`src/logic/slm_defines.svh`:
```
// Constants for the sample-to-lane mapper.
// Assumes it is included by its bare name from the package and the design.
// Contract
// Mode 2: one octet per lane, lane n carries channel n, 4/2/1 lanes, 8B/10B.
// Mode 3: five octets per lane, four 9-bit samples each with one zero pad.
// Mode 4: 9-bit samples padded to 12 bits, packed over 3/2/1 two-octet lanes, 64B/66B.
// Mode 4: lane 0 then lane 1 split second and third words, zero when absent.
// Mode 5: two octets per lane, channel pairs per lane, single fills zero.
// Mode 6: two 12-bit words per channel, three lanes per channel pair, 64B/66B.
// Mode 7: one octet per lane from its own channel, 4/2/1 lanes, 64B/66B.
// Mode 8: three octets per lane, two 12-bit words of one channel.
// Mode 9: 8-bit samples over 8/4/2 lanes with 8B/10B.
// Mode 10: two lanes per channel, even samples first lane, odd second.
// Bits go MSB first from octet 0; pads zero; unused lanes disabled.
// Receiver must use same mode, lanes, encoding and drop pad bits.
`ifndef SLM_DEFINES_SVH
`define SLM_DEFINES_SVH
`define SLM_MAX_LANES 8
`define SLM_MAX_CH    4
`define SLM_MAX_SMP   8
`define SLM_SMP_W     9
`define SLM_FRAME_W   40
`define SLM_MODE_2    4'h2
`define SLM_MODE_3    4'h3
`define SLM_MODE_4    4'h4
`define SLM_MODE_5    4'h5
`define SLM_MODE_6    4'h6
`define SLM_MODE_7    4'h7
`define SLM_MODE_8    4'h8
`define SLM_MODE_9    4'h9
`define SLM_MODE_10   4'ha
`define SLM_PAD1      1'h0
`define SLM_PAD3      3'h0
`define SLM_OCT_1     3'h1
`define SLM_OCT_2     3'h2
`define SLM_OCT_3     3'h3
`define SLM_OCT_5     3'h5
`define SLM_CH_Q      3'h4
`define SLM_CH_D      3'h2
`define SLM_CH_S      3'h1
`define SLM_LN_1      4'h1
`define SLM_LN_2      4'h2
`define SLM_LN_3      4'h3
`define SLM_LN_4      4'h4
`define SLM_LN_6      4'h6
`define SLM_LN_8      4'h8
`endif

```
`src/logic/slm_pkg.sv`:
```
// Types shared by the sample-to-lane mapper and its bench.
// Assumes slm_defines.svh is on the include path.
`default_nettype none
`include "slm_defines.svh"
package slm_pkg;
  // Device variant: number of converter channels present
  typedef enum logic [1:0] {SLM_QUAD, SLM_DUAL, SLM_SINGLE} slm_var_t;
  // One frame worth of samples: [channel][sample index]
  typedef struct packed {
    logic [`SLM_MAX_CH-1:0][`SLM_MAX_SMP-1:0][`SLM_SMP_W-1:0] smp;
    logic                                                     vld;
  } slm_in_t;
  // Lane frames, left aligned: octet 0 sits in bits [39:32]
  typedef struct packed {
    logic [`SLM_MAX_LANES-1:0][`SLM_FRAME_W-1:0] lane;
    logic [`SLM_MAX_LANES-1:0]                   en;
    logic [3:0]                                  nlanes;
    logic [2:0]                                  octets;
    logic                                        enc66;
    logic                                        err;
    logic                                        vld;
  } slm_out_t;
endpackage : slm_pkg
`default_nettype wire

```
`src/logic/slm_lane_mapper.sv`:
```
// Maps up to four channels of samples onto up to eight link lanes.
// Assumes one frame of samples per cycle on the frame clock; mode and variant
// are held steady while frames flow.
`timescale 1ns/10ps
`default_nettype none
`include "slm_defines.svh"
module slm_lane_mapper #(
  parameter int unsigned LANES = `SLM_MAX_LANES
) (
  input  wire logic             i_clk,              // Frame clock, 250 MHz
  input  wire logic             i_sys_rst,          // Sync reset, active high
  input  wire logic [3:0]       i_link_mode_select, // Link mode 2..10
  input  wire slm_pkg::slm_var_t i_variant,         // Quad, dual or single
  input  wire slm_pkg::slm_in_t i_frame,            // Samples of one frame
  output var  slm_pkg::slm_out_t o_frame            // Registered lane frames
);
  import slm_pkg::*;

  // Lane array is fixed by the packed output struct
  if (LANES != `SLM_MAX_LANES) begin : g_bad_lanes
    $error("LANES must equal the packed lane count");
  end

  slm_out_t                                     next_frame;
  logic [`SLM_MAX_CH-1:0][`SLM_MAX_SMP-1:0][8:0] s;
  logic [2:0]                                   nch;
  logic [47:0]                                  q;

  function automatic logic [11:0] w12(input logic [8:0] x);
    w12 = {x, `SLM_PAD3};
  endfunction : w12

  function automatic logic [9:0] w10(input logic [8:0] x);
    w10 = {x, `SLM_PAD1};
  endfunction : w10

  // 8-bit modes keep the top eight bits of the sample
  function automatic logic [7:0] o8(input logic [8:0] x);
    o8 = x[8:1];
  endfunction : o8

  // Next lane frames; absent channels are zeroed first so every pad slot
  // and every empty channel slot reads zero without per-mode special cases
  always_comb begin : map
    next_frame = '0;
    q          = '0;
    case (i_variant)
      SLM_QUAD: nch = `SLM_CH_Q;
      SLM_DUAL: nch = `SLM_CH_D;
      default:  nch = `SLM_CH_S;
    endcase
    for (int c = 0; c < `SLM_MAX_CH; c++) begin
      for (int k = 0; k < `SLM_MAX_SMP; k++) begin
        s[c][k] = (3'(c) < nch) ? i_frame.smp[c][k] : '0;
      end
    end
    next_frame.vld = i_frame.vld;
    case (i_link_mode_select)
      `SLM_MODE_2, `SLM_MODE_7: begin
        next_frame.octets = `SLM_OCT_1;
        next_frame.enc66  = (i_link_mode_select == `SLM_MODE_7);
        next_frame.nlanes = 4'(nch);
        for (int c = 0; c < 4; c++) begin
          next_frame.lane[c][39 -: 8] = o8(s[c][0]);
        end
      end
      `SLM_MODE_3: begin
        next_frame.octets = `SLM_OCT_5;
        next_frame.nlanes = 4'(nch);
        for (int c = 0; c < 4; c++) begin
          next_frame.lane[c] = {w10(s[c][0]), w10(s[c][1]),
                                w10(s[c][2]), w10(s[c][3])};
        end
      end
      `SLM_MODE_4: begin
        next_frame.octets = `SLM_OCT_2;
        next_frame.enc66  = 1'h1;
        next_frame.nlanes = (i_variant == SLM_QUAD) ? `SLM_LN_3 :
                            (i_variant == SLM_DUAL) ? `SLM_LN_2 : `SLM_LN_1;
        // Four words back to back, cut into 16-bit lane frames
        q = {w12(s[0][0]), w12(s[1][0]), w12(s[2][0]), w12(s[3][0])};
        for (int l = 0; l < 3; l++) begin
          next_frame.lane[l][39 -: 16] = q[47 - 16*l -: 16];
        end
      end
      `SLM_MODE_5: begin
        next_frame.octets = `SLM_OCT_2;
        next_frame.enc66  = 1'h1;
        next_frame.nlanes = (i_variant == SLM_QUAD) ? `SLM_LN_2 : `SLM_LN_1;
        for (int p = 0; p < 2; p++) begin
          next_frame.lane[p][39 -: 16] = {o8(s[2*p][0]), o8(s[2*p+1][0])};
        end
      end
      `SLM_MODE_6: begin
        next_frame.octets = `SLM_OCT_2;
        next_frame.enc66  = 1'h1;
        next_frame.nlanes = (i_variant == SLM_QUAD) ? `SLM_LN_6 :
                            (i_variant == SLM_DUAL) ? `SLM_LN_3 : `SLM_LN_2;
        for (int p = 0; p < 2; p++) begin
          q = {w12(s[2*p][0]), w12(s[2*p][1]),
               w12(s[2*p+1][0]), w12(s[2*p+1][1])};
          for (int l = 0; l < 3; l++) begin
            next_frame.lane[3*p+l][39 -: 16] = q[47 - 16*l -: 16];
          end
        end
      end
      `SLM_MODE_8: begin
        next_frame.octets = `SLM_OCT_3;
        next_frame.enc66  = 1'h1;
        next_frame.nlanes = 4'(nch);
        for (int c = 0; c < 4; c++) begin
          next_frame.lane[c][39 -: 24] = {w12(s[c][0]), w12(s[c][1])};
        end
      end
      `SLM_MODE_9: begin
        next_frame.octets = `SLM_OCT_1;
        next_frame.nlanes = (i_variant == SLM_QUAD) ? `SLM_LN_8 :
                            (i_variant == SLM_DUAL) ? `SLM_LN_4 : `SLM_LN_2;
        for (int c = 0; c < 4; c++) begin
          next_frame.lane[2*c][39 -: 8]   = o8(s[c][0]);
          next_frame.lane[2*c+1][39 -: 8] = o8(s[c][1]);
        end
      end
      `SLM_MODE_10: begin
        next_frame.octets = `SLM_OCT_5;
        next_frame.nlanes = (i_variant == SLM_QUAD) ? `SLM_LN_8 :
                            (i_variant == SLM_DUAL) ? `SLM_LN_4 : `SLM_LN_2;
        for (int c = 0; c < 4; c++) begin
          next_frame.lane[2*c]   = {w10(s[c][0]), w10(s[c][2]),
                                    w10(s[c][4]), w10(s[c][6])};
          next_frame.lane[2*c+1] = {w10(s[c][1]), w10(s[c][3]),
                                    w10(s[c][5]), w10(s[c][7])};
        end
      end
      default: begin
        // Unsupported mode: every lane stays off rather than send garbage
        next_frame.err = 1'h1;
      end
    endcase
    // Lanes beyond the variant's count are disabled and carry zeros
    for (int l = 0; l < `SLM_MAX_LANES; l++) begin
      next_frame.en[l] = (4'(l) < next_frame.nlanes);
      if (!next_frame.en[l]) begin
        next_frame.lane[l] = '0;
      end
    end
  end

  // Output register; one cycle from sample to lane frame
  always_ff @(posedge i_clk) begin : regs
    if (i_sys_rst) begin
      o_frame <= '0;
    end else begin
      o_frame <= next_frame;
    end
  end

  // Checks of the lane placement, one cycle after the samples
  property p_m2_quad;
    @(posedge i_clk) disable iff (i_sys_rst)
    (i_link_mode_select == `SLM_MODE_2 && i_variant == SLM_QUAD)
      |=> o_frame.lane[2][39 -: 8] == $past(i_frame.smp[2][0][8:1])
          && o_frame.nlanes == `SLM_LN_4 && !o_frame.enc66;
  endproperty
  a_m2_quad: assert property (p_m2_quad) else $error("mode 2 lane 2 wrong");

  property p_m3;
    @(posedge i_clk) disable iff (i_sys_rst)
    (i_link_mode_select == `SLM_MODE_3 && i_variant == SLM_SINGLE)
      |=> o_frame.lane[0][39 -: 10] == {$past(i_frame.smp[0][0]), `SLM_PAD1}
          && o_frame.lane[0][9:0] == {$past(i_frame.smp[0][3]), `SLM_PAD1}
          && o_frame.octets == `SLM_OCT_5;
  endproperty
  a_m3: assert property (p_m3) else $error("mode 3 lane 0 wrong");

  property p_m4_quad;
    @(posedge i_clk) disable iff (i_sys_rst)
    (i_link_mode_select == `SLM_MODE_4 && i_variant == SLM_QUAD)
      |=> o_frame.lane[2][39 -: 16] == {$past(i_frame.smp[2][0][0]), `SLM_PAD3,
                                        $past(i_frame.smp[3][0]), `SLM_PAD3}
          && o_frame.enc66 && o_frame.nlanes == `SLM_LN_3;
  endproperty
  a_m4_quad: assert property (p_m4_quad) else $error("mode 4 lane 2 wrong");

  property p_m4_dual;
    @(posedge i_clk) disable iff (i_sys_rst)
    (i_link_mode_select == `SLM_MODE_4 && i_variant == SLM_DUAL)
      |=> o_frame.lane[0][27 -: 4] == $past(i_frame.smp[1][0][8:5])
          && o_frame.lane[1][31 -: 8] == '0;
  endproperty
  a_m4_dual: assert property (p_m4_dual) else $error("mode 4 dual split wrong");

  property p_m5_single;
    @(posedge i_clk) disable iff (i_sys_rst)
    (i_link_mode_select == `SLM_MODE_5 && i_variant == SLM_SINGLE)
      |=> o_frame.lane[0][31 -: 8] == '0 && o_frame.nlanes == `SLM_LN_1;
  endproperty
  a_m5_single: assert property (p_m5_single) else $error("mode 5 single wrong");

  property p_m6_single;
    @(posedge i_clk) disable iff (i_sys_rst)
    (i_link_mode_select == `SLM_MODE_6 && i_variant == SLM_SINGLE)
      |=> o_frame.lane[1][31 -: 8] == '0 && o_frame.nlanes == `SLM_LN_2
          && o_frame.lane[0][27 -: 4] == $past(i_frame.smp[0][1][8:5]);
  endproperty
  a_m6_single: assert property (p_m6_single) else $error("mode 6 single wrong");

  property p_m7;
    @(posedge i_clk) disable iff (i_sys_rst)
    (i_link_mode_select == `SLM_MODE_7 && i_variant == SLM_QUAD)
      |=> o_frame.lane[3][39 -: 8] == $past(i_frame.smp[3][0][8:1]) && o_frame.enc66;
  endproperty
  a_m7: assert property (p_m7) else $error("mode 7 lane 3 wrong");

  property p_m8;
    @(posedge i_clk) disable iff (i_sys_rst)
    (i_link_mode_select == `SLM_MODE_8 && i_variant != SLM_SINGLE)
      |=> o_frame.lane[1][39 -: 24] == {$past(i_frame.smp[1][0]), `SLM_PAD3,
                                        $past(i_frame.smp[1][1]), `SLM_PAD3};
  endproperty
  a_m8: assert property (p_m8) else $error("mode 8 lane 1 wrong");

  property p_m9_dual;
    @(posedge i_clk) disable iff (i_sys_rst)
    (i_link_mode_select == `SLM_MODE_9 && i_variant == SLM_DUAL)
      |=> o_frame.lane[3][39 -: 8] == $past(i_frame.smp[1][1][8:1])
          && o_frame.nlanes == `SLM_LN_4;
  endproperty
  a_m9_dual: assert property (p_m9_dual) else $error("mode 9 lane 3 wrong");

  property p_m10;
    @(posedge i_clk) disable iff (i_sys_rst)
    (i_link_mode_select == `SLM_MODE_10)
      |=> o_frame.lane[1][9:0] == {$past(i_frame.smp[0][7]), `SLM_PAD1}
          && o_frame.lane[0][29 -: 10] == {$past(i_frame.smp[0][2]), `SLM_PAD1};
  endproperty
  a_m10: assert property (p_m10) else $error("mode 10 lane split wrong");

  property p_lane_off;
    @(posedge i_clk) disable iff (i_sys_rst)
    $countones(o_frame.en) == int'(o_frame.nlanes)
      && (o_frame.en[7] || o_frame.lane[7] == '0);
  endproperty
  a_lane_off: assert property (p_lane_off) else $error("lane enable mismatch");

endmodule : slm_lane_mapper
`default_nettype wire

```
`config.mk`:
```
export PLATFORM = sky130hd
export DESIGN_NAME = slm_lane_mapper
export DESIGN_NICKNAME = d
export VERILOG_FILES = /design/src/logic/slm_pkg.sv /design/src/logic/slm_lane_mapper.sv
export VERILOG_INCLUDE_DIRS = /design/src /design/src/logic
export SDC_FILE = /design/constraint.sdc
export NUM_CORES = 1
export LEC_CHECK = 0
export ABC_AREA = 1
export BUFFER_PORTS_ARGS = -buffer_cell sky130_fd_sc_hd__buf_2
export CORE_AREA = 2 2 244 246
export DETAILED_ROUTE_END_ITERATION = 10
export DIE_AREA = 0 0 246 248
export HOLD_SLACK_MARGIN = 0.15
export SYNTH_ARGS = -nofsm -noshare
export SYNTH_HDL_FRONTEND = slang
export SYNTH_SLANG_ARGS = --single-unit
```
`constraint.sdc`:
```
create_clock -name i_clk -period 3.3 [get_ports i_clk]
set_input_delay 0.33 -clock i_clk [delete_from_list [all_inputs] [get_ports i_clk]]
set_output_delay 0.33 -clock i_clk [all_outputs]
set_load 0.005 [all_outputs]
```
## Word level (Yosys, flattened, before mapping)

Cells that the tools add are included.

| storage, ports and cells | value |
|---|---|
| register bits | 338 |
| bits in latches | 0 |
| memory bits (writable) | 0 |
| ROM bits | 0 |
| bits of input ports | 297 |
| word-level logic and storage cells | 141 |
| memories | 0 |

| cells by class | value |
|---|---|
| $add $sub $neg | 0 |
| multipliers | 0 |
| div/mod/pow operators | 0 |
| magnitude comparators | 12 |
| equal/unequal tests | 10 |
| shift operators | 0 |
| muxes and demuxes | 54 |
| bitwise operators | 14 |
| reduce and logical (&&, ||, !) cells | 26 |

Operators by type and width:

| cell | number |
|---|---|
| $mux W9 | 23 |
| $pmux W16 S2 | 4 |
| $pmux W8 S3 | 5 |
| $pmux W8 S5 | 3 |
| $pmux W8 S2 | 4 |
| $pmux W8 S4 | 2 |
| $pmux W7 S8 | 1 |
| $pmux W8 S6 | 1 |
| $reduce_or A4 Y1 | 7 |
| $reduce_or A2 Y1 | 11 |
| $reduce_or A3 Y1 | 6 |
| $eq A4 B3 Y1 const B | 4 |
| $lt A3 B4 Y1 const A | 4 |
| $not A1 Y1 | 14 |
| $eq A4 B4 Y1 const B | 3 |
| $reduce_or A9 Y1 | 1 |
| $eq A4 B2 Y1 const B | 2 |
| $lt A1 B4 Y1 const A | 2 |
| $lt A2 B4 Y1 const A | 2 |
| $lt A1 B3 Y1 const A | 2 |
| $lt A2 B3 Y1 const A | 2 |
| $mux W2 | 3 |
| $mux W3 | 2 |
| $pmux W3 S2 | 1 |
| other kinds (5) | 7 |

## Logic depth before layout (Yosys ltp)

Gate-level depths: netlist (run 1).

| depth | value |
|---|---|
| depth after elaboration | 7 |
| depth in mapped cells | 13 |
| gate-level depth less buffers | 10 |

## Least setup slack after synthesis (run 1)

Ideal clock, no wire load.

| timing path | value |
|---|---|
| path kind | input to register |
| start point | input port i_variant[1] |
| end point | register o_frame[176] (netlist bit) |
| arrival time | 1.518 ns |
| data required time | 3.226 ns |
| path slack | 1.708 ns |
| stages on the path | 7 |
| path buffers | 4 |
| path through | buf_2 nor2_1 buf_2 buf_2 buf_1 nand3_1 a31oi_2 |

| on the way | value |
|---|---|
| word-level cells in the longest chain between the ends | 7 |

Ends and longest elaborated chain:

| item | RTL line | RTL |
|---|---|---|
| start: declaration | slm_lane_mapper.sv:13 | `input wire slm_pkg::slm_var_t i_variant,` |
| $eq A2 B1 Y1 | n/a |  |
| $mux W1 (no source line) (tied with other cells) | n/a |  |
| $mux W3 (no source line) (tied with other cells) | n/a |  |
| $pmux W7 S8 | slm_lane_mapper.sv:58 | `case (i_link_mode_select)` |
| $lt A2 B4 Y1 | slm_lane_mapper.sv:142 | `next_frame.en[l] = (4'(l) < next_frame.nlanes);` |
| $not A1 Y1 (no source line) | n/a |  |
| $reduce_or A2 Y1 (no source line) | n/a |  |
| end signal: assignment | slm_lane_mapper.sv:154 | `o_frame <= next_frame;` |
| end: declaration | slm_lane_mapper.sv:15 | `output var slm_pkg::slm_out_t o_frame` |

Parallel ways exist; a longest one is shown, timed or not.
A chain may end at the register's enable or synchronous reset.

## Worst setup path in the final report (run 1)

| timing path | value |
|---|---|
| start point | input port i_sys_rst |
| end point | register o_frame[249] (netlist bit) |

| on the way | value |
|---|---|
| word-level cells in the longest chain between the ends | 1 |

Ends and longest elaborated chain:

| item | RTL line | RTL |
|---|---|---|
| start: declaration | slm_lane_mapper.sv:11 | `input wire logic i_sys_rst,` |
| $reduce_or A2 Y1 (no source line) | n/a |  |

No other way between the ends.

==> results.json, run 1 <==
{
  "routedWlPerCell_um": 22.81,
  "min_path_cells": 5,
  "max_freq_mhz": 413.6,
  "wirelength_um": 69910,
  "top_regs": "o_frame x314",
  "syn_inst": 1383,
  "setup-tns-final_ns": 0,
  "cts_buffers": 38,
  "power_per_cell_area_mw_per_mm2": 474.0,
  "first_pass_iters": 5,
  "finalSetupViolations": 0,
  "fp.coreArea_mm2": 0.05846,
  "nNetsFinal": 2554,
  "root_buffer": "clkbuf_16",
  "die_h_um": 248,
  "crit_buf_inv": 5,
  "path_cells": "dlygate4sd3_1 -> buf_2 -> inv_1 -> nand2_2 -> clkinv_2 -> nand2_2 -> o21ai_0 -> dlygate4sd3_1",
  "grt_start_max_net_pins": 75,
  "die_area_mm2": 0.06101,
  "synth_cell_types": 40,
  "synth_edf_count": 0,
  "multi_input_area_mm2": 0.004536,
  "n_fill_cell": 6000,
  "cpLargestDelayFamily": "buffers and inverters",
  "cp_max_fo": 14,
  "critical_path_required_ns": 3.80,
  "crit_path_max_incr_delay_ns": 0.57,
  "critPathSlowestCell": "dlygate4sd3_1",
  "antenna_found_initial": 25,
  "gp_congestion": 0.9441,
  "power.total_mw": 9.510,
  "rsz0062_at_grt": "false",
  "maxSlewViolCount": 0,
  "slew_headroom_pct": 48.70,
  "via_count": 13420,
  "leakagePower_nw": 9.480,
  "grt_pass1_vias": 13250,
  "crit_type": "in -> reg",
  "hp-class": "in -> reg",
  "cts_tree": "yes",
  "overflow": 0,
  "cts_max_level": 2,
  "track_usage_pct": 21.99,
  "clock_sinks": 314,
  "cp.depth": 8,
  "start_util_pct": 20.89,
  "largest_register_ffs": 314,
  "io_pins": 635,
  "grt_pass1_wl_um": 94760,
  "synth_warnings": 0,
  "tightest_slew_ns": 0.7677,
  "area_growth_pct": 64.28,
  "max_cap_viol_count": 0,
  "vdd.ir_drop.worst_mv": 0.3603,
  "fp-row-count": 89,
  "status": "finished clean",
  "die_x_um": 246,
  "first_iter_violations": 776,
  "regMostFlops": "o_frame",
  "post-route-util_pct": 34.32,
  "critPathCaptureType": "flop",
  "synth_seq_area_share_pct": 51.47,
  "hold_viol": 0,
  "cts_buffer_depth": 3,
  "async_flop_share_pct": 0,
  "drc": 0,
  "period_share_pct": 73.26,
  "portBuffers": 611,
  "mappedNetlistArea_mm2": 0.01221,
  "syn_avg_cell_area_um2": 8.831,
  "hpwl_um": 52140,
  "yosys_register_bits": 314,
  "startpoint_type": "primary input",
  "synth_top_flop_cell": "dfxtp_1",
  "cp.arrival_ns": 2.91,
  "min_period_ns": 2.418,
  "regArea_mm2": 0.006286,
  "clk_pin_slew_worst_paths_ns": 0.07,
  "drive_gt1_share_pct": 37.26,
  "antenna_left": 0,
  "viasPerCell": 4.377,
  "whs_ns": 0.1973
}
## final timing paths
| path | from | endpoint | slack, ns |
|---|---|---|---|
| max | i_sys_rst | o_frame[249] | 0.88 |
| min | i_frame[23] | o_frame[43] | 0.20 |
## cells in the final DEF, fill, tap and decap left out, types with 39 or more instances in the layout
master and n:
dfxtp_1 314, inv_1 176, nand2_1 164, clkbuf_16 39
dlygate4sd3_1 280, buf_2 611, o22ai_1 46, a21oi_1 81
nor2_1 162, nor2_4 94
## cell families after synthesis
kind of cell	after synthesis	synth area share, %
AOI/OAI and AO/OA	253	13.19
buffers and inverters	301	12.30
DFF	314	51.47
other	1	0.03071
and+or+nand+nor	514	23.01
## metal layers
layer / vias up / GRT usage, % / part of all wire (%)
met1: 6282 / 24.68 / 38
met4: 28 / 11.55 / 5.5
li1: 6138 / - / -
met5: - / 0 / 0.26
met3: 177 / 7.321 / 9.0
met2: 792 / 36.99 / 47
## metrics by stage
| stage | cells | setup WS (ns) | cell area [um^2] |
|---|---|---|---|
| after floorplan | 1405 | 1.708 | 12300 |
| after global placement | 2710 | 0.8993 | 15860 |
| after detailed placement | 2710 | 0.8295 | 15860 |
| after CTS | 3057 | 0.8477 | 20040 |
| after global routing | 3062 | 0.7513 | 20060 |
| final | 3065 | 0.8823 | 20060 |
## area by class of cell
type / count / share of cell area (%)
Clock buffer: 48 / 5.382
Sequential cell: 314 / 31.33
Multi-Input combinational cell: 790 / 22.61
Timing Repair Buffer: 924 / 30.70
Antenna cell: 8 / 0.09978
Clock inverter: 19 / 1.522
Inverter: 189 / 3.542
Tap cell: 773 / 4.821
## timing repair
action / in CTS / in global routing
hold buffers: 280 / 0
setup endpoints to repair: 0 / 0
setup buffers: 0 / 0
gates resized for setup: 0 / 0
hold endpoints to repair: 247 / 0
## where the power goes
| part | total [mW] | switching, mW | internal (mW) |
|---|---|---|---|
| Clock | 4.69 | 1.81 | 2.88 |
| Combinational | 0.989 | 0.554 | 0.435 |
| Sequential | 3.83 | 0.00928 | 3.82 |
| Total | 9.51 | 2.38 | 7.13 |
## synth_stat cells, types with 10 or more instances
master    count  area [um^2]
nor3_1       18        90.09
nand2_1     165        619.3
nor2_4       92         1036
o22ai_1      46        287.8
inv_1       178        668.1
a31oi_1      16        100.1
buf_2        32        160.2
o21ai_0      35        175.2
a21oi_1      81        405.4
dfxtp_1     314         6286
buf_4        31        232.7
clkbuf_1     29        108.9
a32o_1       14        140.1
nor2_2       24        150.1
a22oi_1      32        240.2
buf_12       10        200.2
nand3_1      33        165.2
nor2_1      163        611.8
No activity file was read; power rests on OpenSTA's default activity.
==> run 2, diff against run 1 <==
==> constraint.sdc (replaced) <==
create_clock -name i_clk -period 2.3 [get_ports i_clk]
set_input_delay 0.23 -clock i_clk [delete_from_list [all_inputs] [get_ports i_clk]]
set_output_delay 0.23 -clock i_clk [all_outputs]
set_load 0.005 [all_outputs]
==> run 2 against run 1 <==
- first-iteration DRC count decreased by 8.9%
- design area is 3.0% higher
- sequential cell count unchanged
- combinational power rose by 53%
- critical path type unchanged
==> results.json, run 2 (same netlist as run 1, synthesis figures left out) <==
{
  "startpoint_type": "primary input",
  "hp-class": "in -> reg",
  "routedWlPerCell_um": 22.55,
  "cpLargestDelayFamily": "buffers and inverters",
  "power_per_cell_area_mw_per_mm2": 647.1,
  "drc": 0,
  "clock_sinks": 314,
  "fp.coreArea_mm2": 0.05846,
  "min_period_ns": 2.232,
  "first_iter_violations": 707,
  "cp_max_fo": 27,
  "tightest_slew_ns": 0.5338,
  "viasPerCell": 4.365,
  "critPathCaptureType": "flop",
  "vdd.ir_drop.worst_mv": 0.4632,
  "cts_buffers": 39,
  "status": "finished clean",
  "drive_gt1_share_pct": 37.30,
  "hold_viol": 0,
  "die_h_um": 248,
  "fin_area_mm2": 0.02067,
  "maxSlewViolCount": 0,
  "cp.arrival_ns": 2.68,
  "layout.cells.non_filler": 3128,
  "fp-row-count": 89,
  "dpl_cell_area_mm2": 0.01615,
  "die_x_um": 246,
  "track_usage_pct": 22.09,
  "grt_pass1_wl_um": 96050,
  "slew_headroom_pct": 64.33,
  "whs_ns": 0.1504,
  "io_pins": 635,
  "overflow": 0,
  "crit_path_max_incr_delay_ns": 0.57,
  "max_cap_viol_count": 0,
  "largest_register_ffs": 314,
  "layout_commonest_cell": "buf_2",
  "cts_tree": "yes",
  "placedCellCount": 2733,
  "post-route-util_pct": 35.36,
  "layout_common_cells": "611 x buf_2, 317 x dlygate4sd3_1, 314 x dfxtp_1",
  "hpwl_um": 52750,
  "rsz0062_at_grt": "false",
  "portBuffers": 611,
  "regMostFlops": "o_frame",
  "gp_congestion": 0.9237,
  "setup-tns-final_ns": 0,
  "grt_pass1_vias": 13620,
  "clk_pin_slew_worst_paths_ns": 0.06,
  "finalSetupViolations": 0,
  "crit_type": "in -> reg",
  "antenna_left": 0,
  "max_freq_mhz": 448.0,
  "grt_start_max_net_pins": 50,
  "crit_buf_inv": 5,
  "start_util_pct": 20.89,
  "period_share_pct": 97.05,
  "cts_buffer_depth": 3,
  "area_growth_pct": 69.26,
  "leakagePower_nw": 9.765,
  "wirelength_um": 70540,
  "via_count": 13650,
  "path_cells": "buf_2 -> inv_2 -> nor2_1 -> nand2_1 -> buf_4 -> nand2_1 -> a22oi_1 -> dlygate4sd3_1 -> a21oi_1 -> dlygate4sd3_1",
  "critical_path_required_ns": 2.75,
  "antenna_found_initial": 21,
  "first_pass_iters": 5,
  "cts_max_level": 2,
  "die_area_mm2": 0.06101,
  "critPathSlowestCell": "dlygate4sd3_1",
  "root_buffer": "clkbuf_16",
  "nNetsFinal": 2615,
  "top_regs": "o_frame x314"
}
-- run 2: final cells by class --
class | instances | area, um^2
Fill cell | 5982 | 37790
Timing Repair Buffer | 984 | 6830
Sequential cell | 314 | 6286
Multi-Input combinational cell | 790 | 4543
Clock buffer | 50 | 1067
Tap cell | 773 | 967.2
Inverter | 189 | 710.7
Clock inverter | 19 | 244.0
Antenna cell | 9 | 22.52
-- run 2: layer usage --
layer  up-vias  share of wire, %  GRT usage [%]
met5         -              0.22              0
met4        24               4.8          10.52
met3       156               8.7          6.131
met2       783                48          38.31
met1      6419                38          25.01
li1       6271                 -              -
-- run 2: report_power, final --
| part | switching, mW | leakage [nW] | internal (mW) |
|---|---|---|---|
| Clock | 2.61 | 0.623 | 3.76 |
| Combinational | 0.816 | 6.61 | 0.689 |
| Sequential | 0.0126 | 2.53 | 5.49 |
| Total | 3.44 | 9.76 | 9.93 |
-- run 2: path summary, 6_finish.rpt --
kind | cells past startpoint | slack [ns] | to | startpoint
min | 3 | 0.15 | o_frame[292] | i_frame[220]
max | 10 | 0.07 | o_frame[43] | i_link_mode_select[1]
-- run 2: per-stage QoR --
step	power, mW	setup slack (ns)
5_1_grt	13.82	0.007133
4_1_cts	13.53	0.01534
2_1_floorplan	6.106	0.8082
6_report	13.38	0.06795
3_5_place_dp	6.714	0.3103
3_3_place_gp	6.715	0.3294
-- run 2: what timing repair did --
action,4_1_cts,5_1_grt
endpoints found under the hold margin,268,1
hold buffers,316,1
resized for setup,0,4
buffers inserted,0,0
endpoints found under the setup margin,0,3
